[src/rtl/lpi_pkg.sv]
`default_nettype none
package lpi_pkg;
	// ----------------------------------------
	// register offsets
	// ----------------------------------------
	localparam logic [3:0] ADDR_INTERRUPT_CONTROL = 4'h2;
	localparam logic [3:0] ADDR_PROX_LOW = 4'h3;
	localparam logic [3:0] ADDR_PROX_HIGH = 4'h4;
	localparam logic [3:0] ADDR_LIGHT_TH_LO = 4'h5;
	localparam logic [3:0] ADDR_LIGHT_TH_MID = 4'h6;
	localparam logic [3:0] ADDR_LIGHT_TH_HI = 4'h7;
	localparam logic [3:0] ADDR_PROX_RESULT = 4'h8;
	localparam logic [3:0] ADDR_LIGHT_RES_LOW = 4'h9;
	localparam logic [3:0] ADDR_LIGHT_RES_HIGH = 4'ha;
	localparam logic [3:0] ADDR_TEST_MODE_A = 4'he;
	localparam logic [3:0] ADDR_TEST_MODE_B = 4'hf;
	// ----------------------------------------
	// interrupt control fields
	// ----------------------------------------
	localparam int PROX_FLAG_BIT = 7;
	localparam int PROX_PERS_HI = 6;
	localparam int PROX_PERS_LO = 5;
	localparam int UNUSED_BIT = 4;
	localparam int LIGHT_FLAG_BIT = 3;
	localparam int LIGHT_PERS_HI = 2;
	localparam int LIGHT_PERS_LO = 1;
	localparam int COMBINE_BIT = 0;
	// ----------------------------------------
	// reset values
	// ----------------------------------------
	localparam logic [7:0] RST_INTERRUPT_CONTROL = 8'h00;
	localparam logic [7:0] RST_PROX_LOW = 8'h00;
	localparam logic [7:0] RST_PROX_HIGH = 8'hff;
	localparam logic [7:0] RST_LIGHT_TH_LO = 8'h00;
	localparam logic [7:0] RST_LIGHT_TH_MID = 8'hf0;
	localparam logic [7:0] RST_LIGHT_TH_HI = 8'hff;
	localparam logic [7:0] RST_RESULT = 8'h00;
	localparam logic [7:0] RST_TEST = 8'h00;
	// ----------------------------------------
	// persistence counts
	// ----------------------------------------
	localparam logic [4:0] PERS_CNT_0 = 5'h01;
	localparam logic [4:0] PERS_CNT_1 = 5'h04;
	localparam logic [4:0] PERS_CNT_2 = 5'h08;
	localparam logic [4:0] PERS_CNT_3 = 5'h10;
	localparam logic [4:0] CNT_ZERO = 5'h00;
endpackage
`default_nettype wire

[src/rtl/lpi_persist.sv]
`timescale 1ns/1ps
`default_nettype none
module lpi_persist (
	input wire logic clk,
	input wire logic rst,
	input wire logic ce,
	input wire logic sample,
	input wire logic outside,
	input wire logic [1:0] pers_sel,
	output logic trip
);
	logic [4:0] cnt_reg;
	logic [4:0] cnt_next;
	logic [4:0] need;
	logic reached;

	// ----------------------------------------
	// persistence decode
	// ----------------------------------------
	// code to count map
	assign need = (pers_sel == 2'b00) ? lpi_pkg::PERS_CNT_0 :
		(pers_sel == 2'b01) ? lpi_pkg::PERS_CNT_1 :
		(pers_sel == 2'b10) ? lpi_pkg::PERS_CNT_2 : lpi_pkg::PERS_CNT_3;
	assign reached = (cnt_reg + 5'h01) >= need;
	assign cnt_next = !sample ? cnt_reg :
		!outside ? lpi_pkg::CNT_ZERO :
		reached ? cnt_reg : cnt_reg + 5'h01;
	assign trip = sample && outside && reached;

	always_ff @(posedge clk) begin
		if (rst) begin
			cnt_reg <= lpi_pkg::CNT_ZERO;
		end else if (ce) begin
			cnt_reg <= cnt_next;
		end
	end
endmodule
`default_nettype wire

[src/rtl/lpi_regs.sv]
`timescale 1ns/1ps
`default_nettype none
// What this block does
// - proximity flag bit 7 sticky, write-0 clears
// - proximity flag zero after reset or clear
// - light flag bit 3 sticky, write-0 clears
// - light flag zero after reset or clear
// - proximity persistence 1/4/8/16 from bits 6:5
// - light persistence 1/4/8/16 from bits 2:1
// - combine 0: pin low on either flag
// - combine 1: pin low on both flags
// - proximity low threshold, reset zero
// - proximity high threshold, reset all ones
// - light low threshold from lo and mid[3:0]
// - light high threshold from mid[7:4], hi
// - proximity result read-only, reset zero
// - light result split, upper nibble reads zero
// - test registers reset zero, normal when zero
// - outside window conversion counts as tripping
// - consecutive independent persistence counters
module lpi_regs (
	input wire logic CORE_CLK,
	input wire logic RST,
	input wire logic CE,
	input wire logic [3:0] ADDR,
	input wire logic WR_EN,
	input wire logic [7:0] WR_DATA,
	input wire logic RD_EN,
	output logic [7:0] RD_DATA,
	input wire logic PROX_VALID,
	input wire logic [7:0] PROX_DATA_IN,
	input wire logic LIGHT_VALID,
	input wire logic [11:0] LIGHT_DATA_IN,
	output logic INT_N,
	output logic TEST_ACTIVE
);
	logic [7:0] ctrl_reg;
	logic [7:0] prox_lo_reg;
	logic [7:0] prox_hi_reg;
	logic [7:0] lt_lo_reg;
	logic [7:0] lt_mid_reg;
	logic [7:0] lt_hi_reg;
	logic [7:0] prox_res_reg;
	logic [11:0] light_res_reg;
	logic [7:0] test_a_reg;
	logic [7:0] test_b_reg;
	logic [7:0] rd_next;
	logic [7:0] ctrl_next;
	logic prox_flag_next;
	logic light_flag_next;
	logic int_n_next;
	logic [4:0] prox_run_reg;
	logic [4:0] light_run_reg;
	wire wr = WR_EN && CE;
	wire wr_ctrl = wr && (ADDR == lpi_pkg::ADDR_INTERRUPT_CONTROL);
	wire [11:0] light_low_threshold;
	wire [11:0] light_high_threshold;
	wire prox_outside;
	wire light_outside;
	wire prox_trip;
	wire light_trip;
	wire prox_flag = ctrl_reg[lpi_pkg::PROX_FLAG_BIT];
	wire light_flag = ctrl_reg[lpi_pkg::LIGHT_FLAG_BIT];

	// ----------------------------------------
	// window comparison
	// ----------------------------------------
	function automatic logic out_of_window(input logic [11:0] v, input logic [11:0] lo,
		input logic [11:0] hi);
		out_of_window = (v < lo) || (v > hi);
	endfunction

	assign light_low_threshold = {lt_mid_reg[3:0], lt_lo_reg};
	assign light_high_threshold = {lt_hi_reg, lt_mid_reg[7:4]};
	assign prox_outside = out_of_window({4'h0, PROX_DATA_IN}, {4'h0, prox_lo_reg},
		{4'h0, prox_hi_reg});
	assign light_outside = out_of_window(LIGHT_DATA_IN, light_low_threshold,
		light_high_threshold);

	// ----------------------------------------
	// persistence counters
	// ----------------------------------------
	// proximity persistence counter
	lpi_persist u_prox_pers (
		.clk(CORE_CLK),
		.rst(RST),
		.ce(CE),
		.sample(PROX_VALID),
		.outside(prox_outside),
		.pers_sel(ctrl_reg[lpi_pkg::PROX_PERS_HI:lpi_pkg::PROX_PERS_LO]),
		.trip(prox_trip)
	);
	lpi_persist u_light_pers (
		.clk(CORE_CLK),
		.rst(RST),
		.ce(CE),
		.sample(LIGHT_VALID),
		.outside(light_outside),
		.pers_sel(ctrl_reg[lpi_pkg::LIGHT_PERS_HI:lpi_pkg::LIGHT_PERS_LO]),
		.trip(light_trip)
	);

	// ----------------------------------------
	// flags and control
	// ----------------------------------------
	// set wins, write 0 clears, write 1 keeps
	assign prox_flag_next = prox_trip ||
		(prox_flag && !(wr_ctrl && !WR_DATA[lpi_pkg::PROX_FLAG_BIT]));
	// set wins, write 0 clears, write 1 keeps
	assign light_flag_next = light_trip ||
		(light_flag && !(wr_ctrl && !WR_DATA[lpi_pkg::LIGHT_FLAG_BIT]));
	assign ctrl_next = {prox_flag_next,
		wr_ctrl ? WR_DATA[6:4] : ctrl_reg[6:4],
		light_flag_next,
		wr_ctrl ? WR_DATA[2:0] : ctrl_reg[2:0]};
	assign int_n_next = ctrl_next[lpi_pkg::COMBINE_BIT] ?
		!(ctrl_next[lpi_pkg::PROX_FLAG_BIT] && ctrl_next[lpi_pkg::LIGHT_FLAG_BIT]) :
		!(ctrl_next[lpi_pkg::PROX_FLAG_BIT] || ctrl_next[lpi_pkg::LIGHT_FLAG_BIT]);

	// ----------------------------------------
	// read mux
	// ----------------------------------------
	always_comb begin
		case (ADDR)
			lpi_pkg::ADDR_INTERRUPT_CONTROL: rd_next = ctrl_reg;
			lpi_pkg::ADDR_PROX_LOW: rd_next = prox_lo_reg;
			lpi_pkg::ADDR_PROX_HIGH: rd_next = prox_hi_reg;
			lpi_pkg::ADDR_LIGHT_TH_LO: rd_next = lt_lo_reg;
			lpi_pkg::ADDR_LIGHT_TH_MID: rd_next = lt_mid_reg;
			lpi_pkg::ADDR_LIGHT_TH_HI: rd_next = lt_hi_reg;
			lpi_pkg::ADDR_PROX_RESULT: rd_next = prox_res_reg;
			lpi_pkg::ADDR_LIGHT_RES_LOW: rd_next = light_res_reg[7:0];
			lpi_pkg::ADDR_LIGHT_RES_HIGH: rd_next = {4'h0, light_res_reg[11:8]};
			lpi_pkg::ADDR_TEST_MODE_A: rd_next = test_a_reg;
			lpi_pkg::ADDR_TEST_MODE_B: rd_next = test_b_reg;
			default: rd_next = 8'h00;
		endcase
	end

	// ----------------------------------------
	// registers
	// ----------------------------------------
	always_ff @(posedge CORE_CLK) begin
		if (RST) begin
			ctrl_reg <= lpi_pkg::RST_INTERRUPT_CONTROL;
			INT_N <= 1'b1;
			RD_DATA <= 8'h00;
		end else if (CE) begin
			ctrl_reg <= ctrl_next;
			INT_N <= int_n_next;
			if (RD_EN) begin
				RD_DATA <= rd_next;
			end
		end
	end

	always_ff @(posedge CORE_CLK) begin
		if (RST) begin
			prox_lo_reg <= lpi_pkg::RST_PROX_LOW;
			prox_hi_reg <= lpi_pkg::RST_PROX_HIGH;
			lt_lo_reg <= lpi_pkg::RST_LIGHT_TH_LO;
			lt_mid_reg <= lpi_pkg::RST_LIGHT_TH_MID;
			lt_hi_reg <= lpi_pkg::RST_LIGHT_TH_HI;
			test_a_reg <= lpi_pkg::RST_TEST;
			test_b_reg <= lpi_pkg::RST_TEST;
		end else if (wr) begin
			case (ADDR)
				lpi_pkg::ADDR_PROX_LOW: prox_lo_reg <= WR_DATA;
				lpi_pkg::ADDR_PROX_HIGH: prox_hi_reg <= WR_DATA;
				lpi_pkg::ADDR_LIGHT_TH_LO: lt_lo_reg <= WR_DATA;
				lpi_pkg::ADDR_LIGHT_TH_MID: lt_mid_reg <= WR_DATA;
				lpi_pkg::ADDR_LIGHT_TH_HI: lt_hi_reg <= WR_DATA;
				lpi_pkg::ADDR_TEST_MODE_A: test_a_reg <= WR_DATA;
				lpi_pkg::ADDR_TEST_MODE_B: test_b_reg <= WR_DATA;
				default: ;
			endcase
		end
	end

	always_ff @(posedge CORE_CLK) begin
		if (RST) begin
			prox_res_reg <= lpi_pkg::RST_RESULT;
			light_res_reg <= {4'h0, lpi_pkg::RST_RESULT};
			TEST_ACTIVE <= 1'b0;
		end else if (CE) begin
			if (PROX_VALID) begin
				prox_res_reg <= PROX_DATA_IN;
			end
			if (LIGHT_VALID) begin
				light_res_reg <= LIGHT_DATA_IN;
			end
			TEST_ACTIVE <= (test_a_reg != 8'h00) || (test_b_reg != 8'h00);
		end
	end

	// ----------------------------------------
	// checks
	// ----------------------------------------
	a_prox_flag_sticky: assert property (@(posedge CORE_CLK) disable iff (RST)
		(CE && prox_flag && !(wr_ctrl && !WR_DATA[7])) |=> prox_flag)
		else $error("proximity flag dropped without clear");
	a_prox_flag_clear: assert property (@(posedge CORE_CLK) disable iff (RST)
		(CE && wr_ctrl && !WR_DATA[7] && !prox_trip) |=> !prox_flag)
		else $error("proximity flag not cleared");
	a_light_flag_sticky: assert property (@(posedge CORE_CLK) disable iff (RST)
		(CE && light_flag && !(wr_ctrl && !WR_DATA[3])) |=> light_flag)
		else $error("light flag dropped without clear");
	a_light_flag_clear: assert property (@(posedge CORE_CLK) disable iff (RST)
		(CE && wr_ctrl && !WR_DATA[3] && !light_trip) |=> !light_flag)
		else $error("light flag not cleared");
	a_prox_single_trip: assert property (@(posedge CORE_CLK) disable iff (RST)
		(CE && PROX_VALID && prox_outside && ctrl_reg[6:5] == 2'b00) |=> prox_flag)
		else $error("single trip did not set proximity flag");
	a_light_single_trip: assert property (@(posedge CORE_CLK) disable iff (RST)
		(CE && LIGHT_VALID && light_outside && ctrl_reg[2:1] == 2'b00) |=> light_flag)
		else $error("single trip did not set light flag");
	a_int_or_mode: assert property (@(posedge CORE_CLK) disable iff (RST)
		(!ctrl_reg[0] && (prox_flag || light_flag)) |-> !INT_N)
		else $error("pin high with a flag set in or mode");
	a_int_and_mode: assert property (@(posedge CORE_CLK) disable iff (RST)
		(ctrl_reg[0] && !(prox_flag && light_flag)) |-> INT_N)
		else $error("pin low without both flags in and mode");
	a_inside_no_trip: assert property (@(posedge CORE_CLK) disable iff (RST)
		(PROX_VALID && PROX_DATA_IN >= prox_lo_reg && PROX_DATA_IN <= prox_hi_reg)
		|-> !prox_trip)
		else $error("inside conversion tripped");

	// ----------------------------------------
	// check helpers
	// ----------------------------------------
	function automatic logic [4:0] run_step(input logic [4:0] run, input logic outside);
		if (!outside) begin
			run_step = lpi_pkg::CNT_ZERO;
		end else if (run < lpi_pkg::PERS_CNT_3) begin
			run_step = run + 5'h01;
		end else begin
			run_step = run;
		end
	endfunction

	function automatic logic run_enough(input logic [4:0] run, input logic [1:0] code);
		case (code)
			2'h0: run_enough = 1'b1;
			2'h1: run_enough = (run + 5'h01) >= lpi_pkg::PERS_CNT_1;
			2'h2: run_enough = (run + 5'h01) >= lpi_pkg::PERS_CNT_2;
			default: run_enough = (run + 5'h01) >= lpi_pkg::PERS_CNT_3;
		endcase
	endfunction

	always_ff @(posedge CORE_CLK) begin
		if (RST) begin
			prox_run_reg <= lpi_pkg::CNT_ZERO;
			light_run_reg <= lpi_pkg::CNT_ZERO;
		end else if (CE) begin
			if (PROX_VALID) begin
				prox_run_reg <= run_step(prox_run_reg, prox_outside);
			end
			if (LIGHT_VALID) begin
				light_run_reg <= run_step(light_run_reg, light_outside);
			end
		end
	end

	a_prox_persist_run: assert property (@(posedge CORE_CLK) disable iff (RST)
		(CE && prox_trip) |-> run_enough(prox_run_reg, ctrl_reg[6:5]))
		else $error("proximity trip before enough outside results");
	a_light_persist_run: assert property (@(posedge CORE_CLK) disable iff (RST)
		(CE && light_trip) |-> run_enough(light_run_reg, ctrl_reg[2:1]))
		else $error("light trip before enough outside results");
	a_prox_low_write: assert property (@(posedge CORE_CLK) disable iff (RST)
		(wr && ADDR == lpi_pkg::ADDR_PROX_LOW) |=> (prox_lo_reg == $past(WR_DATA)))
		else $error("proximity low threshold write lost");
	a_prox_high_write: assert property (@(posedge CORE_CLK) disable iff (RST)
		(wr && ADDR == lpi_pkg::ADDR_PROX_HIGH) |=> (prox_hi_reg == $past(WR_DATA)))
		else $error("proximity high threshold write lost");
	a_light_low_split: assert property (@(posedge CORE_CLK) disable iff (RST)
		(wr && ADDR == lpi_pkg::ADDR_LIGHT_TH_MID)
		|=> (light_low_threshold[11:8] == $past(WR_DATA[3:0])))
		else $error("light low threshold upper bits wrong");
	a_light_high_split: assert property (@(posedge CORE_CLK) disable iff (RST)
		(wr && ADDR == lpi_pkg::ADDR_LIGHT_TH_MID)
		|=> (light_high_threshold[3:0] == $past(WR_DATA[7:4])))
		else $error("light high threshold lower bits wrong");
	a_prox_result_load: assert property (@(posedge CORE_CLK) disable iff (RST)
		(CE && PROX_VALID) |=> (prox_res_reg == $past(PROX_DATA_IN)))
		else $error("proximity result not captured");
	a_light_high_nibble: assert property (@(posedge CORE_CLK) disable iff (RST)
		(CE && RD_EN && ADDR == lpi_pkg::ADDR_LIGHT_RES_HIGH) |=> (RD_DATA[7:4] == 4'h0))
		else $error("light result upper nibble not zero");
	a_test_zero_normal: assert property (@(posedge CORE_CLK) disable iff (RST)
		(CE && test_a_reg == lpi_pkg::RST_TEST && test_b_reg == lpi_pkg::RST_TEST)
		|=> !TEST_ACTIVE)
		else $error("test status high with zero test registers");
	a_prox_outside_seen: assert property (@(posedge CORE_CLK) disable iff (RST)
		(PROX_VALID && (PROX_DATA_IN < prox_lo_reg || PROX_DATA_IN > prox_hi_reg))
		|-> prox_outside)
		else $error("outside proximity result not seen");
	a_light_inside_no_trip: assert property (@(posedge CORE_CLK) disable iff (RST)
		(LIGHT_VALID && LIGHT_DATA_IN >= light_low_threshold
		&& LIGHT_DATA_IN <= light_high_threshold) |-> !light_trip)
		else $error("inside light conversion tripped");
endmodule
`default_nettype wire

[config.mk]
export PLATFORM = sky130hd
export DESIGN_NAME = lpi_regs
export DESIGN_NICKNAME = d
export VERILOG_FILES = /design/src/rtl/lpi_pkg.sv /design/src/rtl/lpi_persist.sv /design/src/rtl/lpi_regs.sv
export SDC_FILE = /design/constraint.sdc
export NUM_CORES = 1
export LEC_CHECK = 0
export ABC_CLOCK_PERIOD_IN_PS = 2100
export BUFFER_PORTS_ARGS = -buffer_cell sky130_fd_sc_hd__buf_2
export CORE_MARGIN = 3
export CORE_UTILIZATION = 30
export CTS_CLUSTER_DIAMETER = 150
export DETAILED_ROUTE_END_ITERATION = 8
export PLACE_DENSITY = 0.52
export SLEW_MARGIN = 40
export SYNTH_ARGS = -nofsm -noshare
export SYNTH_HDL_FRONTEND = slang
export SYNTH_HIERARCHICAL = 1
export SYNTH_SLANG_ARGS = --single-unit
[constraint.sdc]
create_clock -name CORE_CLK -period 2.1 [get_ports CORE_CLK]
set_input_delay 0.105 -clock CORE_CLK [delete_from_list [all_inputs] [get_ports CORE_CLK]]
set_output_delay 0.105 -clock CORE_CLK [all_outputs]
set_load 0.02 [all_outputs]
==> flow_metrics.tcl <==
set metrics [dict create \
    setup.worst_path.start_class "register" \
    p_int_mw 3.287 \
    grtUsageTotal_pct 18.56 \
    yosys-mux-area-fraction_pct 8.627 \
    yosys.area_share.xor_xnor_pct 0.8368 \
    first_pass_iters 5 \
    drc 0 \
    cts.htree.levels 3 \
    vias 5650 \
    syn_to_final_growth_pct 27.69 \
    timing.final.crit_period_ns 2.145 \
    synth_area_um2 6280 \
    ys_seq_area_share_pct 33.15 \
    fillerInstances 2102 \
    place_congestion 0.8650 \
    drtAntennaViolNets 0 \
    grt-ovfl-total 0 \
    synth_flop_cell "dfxtp_1" \
    fin_nets 919 \
    endpoint "INT_N" \
    outcome "finished with violations" \
    finalHoldViolCount 0 \
    grtUsageMet3_pct 2.950 \
    tns_ns -0.06636 \
    drive_above_1_share_pct 32.06 \
    required_ns 2.35 \
    cts_root_buf "clkbuf_16" \
    netSwitchingFraction_pct 26.93 \
    timing.rr.start "u_light_pers/cnt_reg[0]" \
    rows 52 \
    worstPathArrival_ns 2.40 \
    dieArea_um2 22700 \
    core-area_um2 20430 \
    relSlewSlack_pct 56.82 \
    p_per_area_nw_per_um2 561.0 \
    clockBufferDepth 2 \
    synth-edff-count 0 \
    cp_max_fo 3 \
    clkSinkCount 104 \
    worst_pin_slew_ns 0.6477 \
    hold_path.class "in -> reg" \
    r2r_end "INT_N" \
    maxSlewViolCount 0 \
    critical_path.startpoint "u_light_pers/cnt_reg[0]" \
    n_antenna_cell 0 \
    io_pins 49 \
    cap_violations 0 \
    use_met2_pct 29.02 \
    first_iter_violations 328 \
    largest_reg_flops 12 \
    crit_type "reg -> reg" \
    port_buffers 48 \
    synth_compound_area_share_pct 16.82 \
    total_leakage_power_nw 3.306 \
    initial_core_util_pct 30.74 \
    ys_warn_count 6 \
    syn-num-nets 820 \
    pwr-share-clk_pct 40.5 \
    numCtsBuffers 9 \
    synth_top_family_by_area "simple AND/OR/NAND/NOR gates" \
    antenna_found_initial 1 \
    die_h_um 150.7 \
    post-route-period-util_pct 102.1 \
    grt_use_met1_pct 26.83 \
    ys_ff_latch 104 \
    busiest_layer "met2" \
    violations "setup timing" \
    p_seq_share_pct 45.2 \
    irDropWorstVdd_v 0.0002819 \
    drt-total-wl_mm 20.91 \
    grt_pass1_wl_mm 31.71 \
    post-dp-hpwl_mm 15.50 \
    r2r_slack_ns -0.04 \
    p_switching_mw 1.211 \
    fin_util_pct 39.25 \
    synth.distinct_cells 69 \
    clk_pin_slew_ns 0.07 \
    grt_max_degree 56 \
    dp_slack_ns -0.2902 \
    comb_power_share_pct 14.3 \
    max_freq_mhz 466.3 \
    die_width_um 150.7 \
    async_flop_share_pct 0 \
    finalPower_mw 4.499 \
    viasPerCell 5.108 \
    rsz0062_at_grt "yes" \
    cts_tree "done" \
    synthSimpleGateAreaFrac_pct 24.07 \
    setup_viol 2 \
    synth.avg_cell_area_um2 8.567 \
    post_synth_fa_ha_maj_area_fraction_pct 9.743 \
    r2r_cells 11 \
    grt_pass1_vias 5285 \
    setup_ws_ns -0.04465 \
    endpoint_kind "register" \
    skew_ns 0.007684 \
    clkLatencyLatePin_ns 0.36 \
    wl_per_cell_um 18.91 \
    syn_inst 733 \
]
power by group through the flow:
stage / Combinational [mW] / Clock (mW) / Sequential (mW)
after global routing: 0.703 / 1.92 / 2.04
after detailed placement: 0.574 / 0 / 2.08
final: 0.642 / 1.82 / 2.03
after global placement: 0.572 / 0 / 2.08
after floorplan: 0.352 / 0 / 2.08
after CTS: 0.605 / 1.86 / 2.03
cells by family (layout without fill, tap and decap cells):
family / count (synthesis) / count (layout)
adder cells (fa/ha/maj): 49 / 49
buffers and inverters: 87 / 190
flip-flops: 104 / 104
AO/OA/AOI/OAI: 152 / 152
multiplexers: 51 / 51
AND/OR/NAND/NOR: 284 / 284
XOR/XNOR: 6 / 6
metal layers:
metal  part of all wire, %  vias to the layer above
met5                 0.033                        -
met4                   1.4                        2
met3                   5.4                       18
met2                    45                      135
met1                    48                     2688
li1                      -                     2807
cells in the final DEF, fill, tap and decap left out, types with 7 or more instances in the layout:
master | synthesis | final
ha_1 | 48 | 28
a221oi_1 | 7 | 7
nand3_1 | 28 | 23
nand2_1 | 72 | 70
mux2i_1 | 44 | 44
clkbuf_16 | 0 | 9
nor3b_1 | 7 | 7
nand4_1 | 13 | 13
inv_2 | 0 | 9
a21oi_1 | 50 | 40
a211o_1 | 20 | 20
nand3b_1 | 10 | 10
inv_1 | 43 | 34
a32oi_1 | 8 | 8
dfxtp_1 | 104 | 79
nor2b_1 | 9 | 9
buf_4 | 6 | 82
o22ai_1 | 8 | 8
nor2_1 | 87 | 84
a21oi_2 | 0 | 10
a21o_1 | 8 | 8
buf_2 | 6 | 47
o21ai_1 | 10 | 14
dfxtp_2 | 0 | 20
nand2b_1 | 7 | 7
ha_4 | 0 | 18
area by class of cell:
cell class / instances / area [µm²] / area share, %
clock buffers: 9 / 225.2 / 2.809
repair buffers: 132 / 884.6 / 11.03
clock inverters: 6 / 85.08 / 1.061
multi-input cells: 542 / 4199 / 52.36
well taps: 270 / 337.8 / 4.213
inverters: 43 / 161.4 / 2.013
flip-flops and latches: 104 / 2126 / 26.51
synth_stat cells, types with 3 or more instances:
| library cell | number | share of area, % |
|---|---|---|
| a221oi_1 | 7 | 0.98 |
| nor3_1 | 7 | 0.56 |
| nand2b_1 | 7 | 0.70 |
| and3_1 | 3 | 0.30 |
| nor3b_1 | 7 | 0.84 |
| a31oi_1 | 5 | 0.50 |
| buf_6 | 9 | 1.6 |
| xnor2_1 | 4 | 0.56 |
| a21o_1 | 8 | 0.96 |
| a21oi_1 | 50 | 4.0 |
| nor2b_1 | 9 | 0.90 |
| a32oi_1 | 8 | 1.1 |
| a211oi_1 | 4 | 0.48 |
| nand4_1 | 13 | 1.3 |
| mux2_2 | 3 | 0.54 |
| o22ai_1 | 8 | 0.80 |
| o21ai_1 | 10 | 0.80 |
| buf_2 | 6 | 0.48 |
| nor3b_2 | 4 | 0.80 |
| or3_1 | 3 | 0.30 |
| nand2_1 | 72 | 4.3 |
| mux2i_1 | 44 | 7.0 |
| ha_1 | 48 | 9.6 |
| nand3_1 | 28 | 2.2 |
| dfxtp_1 | 104 | 33 |
| nand3b_1 | 10 | 1.2 |
| a211o_1 | 20 | 2.8 |
| clkbuf_1 | 22 | 1.3 |
| inv_1 | 43 | 2.6 |
| o21ai_0 | 10 | 0.80 |
| and2_1 | 5 | 0.50 |
| nor2_1 | 87 | 5.2 |
| a22oi_1 | 5 | 0.60 |
| buf_4 | 6 | 0.72 |
| nor4_1 | 4 | 0.40 |
critical path, cell delays in order (launching register included):
cell and delay, ns:
dfxtp_4 0.37, ha_4 0.15, nand3_4 0.10, xnor2_4 0.16, ha_4 0.29, nand3_2 0.09
a2bb2oi_4 0.16, a21oi_2 0.17, nor2_1 0.07, a31oi_1 0.20, maj3_2 0.23, o21ai_2 0.05
stage by stage:
step	std cells	hold WS, ns	area [µm²]
global route	1106	0.06008	8019
floorplan	733	0.2410	6327
finish	1106	0.05231	8019
CTS	1103	0.02813	7809
detailed placement	1084	0.4053	7223
global placement	1084	0.3988	7223
worst min path at each step:
stage / startpoint / to / cells after the start
CTS: LIGHT_DATA_IN[7] / light_res_reg[7] / 3
global placement: LIGHT_DATA_IN[7] / light_res_reg[7] / 3
detailed placement: LIGHT_DATA_IN[7] / light_res_reg[7] / 3
global route: LIGHT_DATA_IN[8] / light_res_reg[8] / 3
finish: PROX_DATA_IN[4] / prox_res_reg[4] / 3
floorplan: LIGHT_DATA_IN[10] / light_res_reg[10] / 2
repair_timing:
item | in CTS | in global routing
endpoints found under the setup margin | 10 | 13
buffers inserted | 4 | 3
pin swaps | 33 | 21
hold buffers | 0 | 0
resized for setup | 60 | 41
Power figures use the tool's default switching activity.
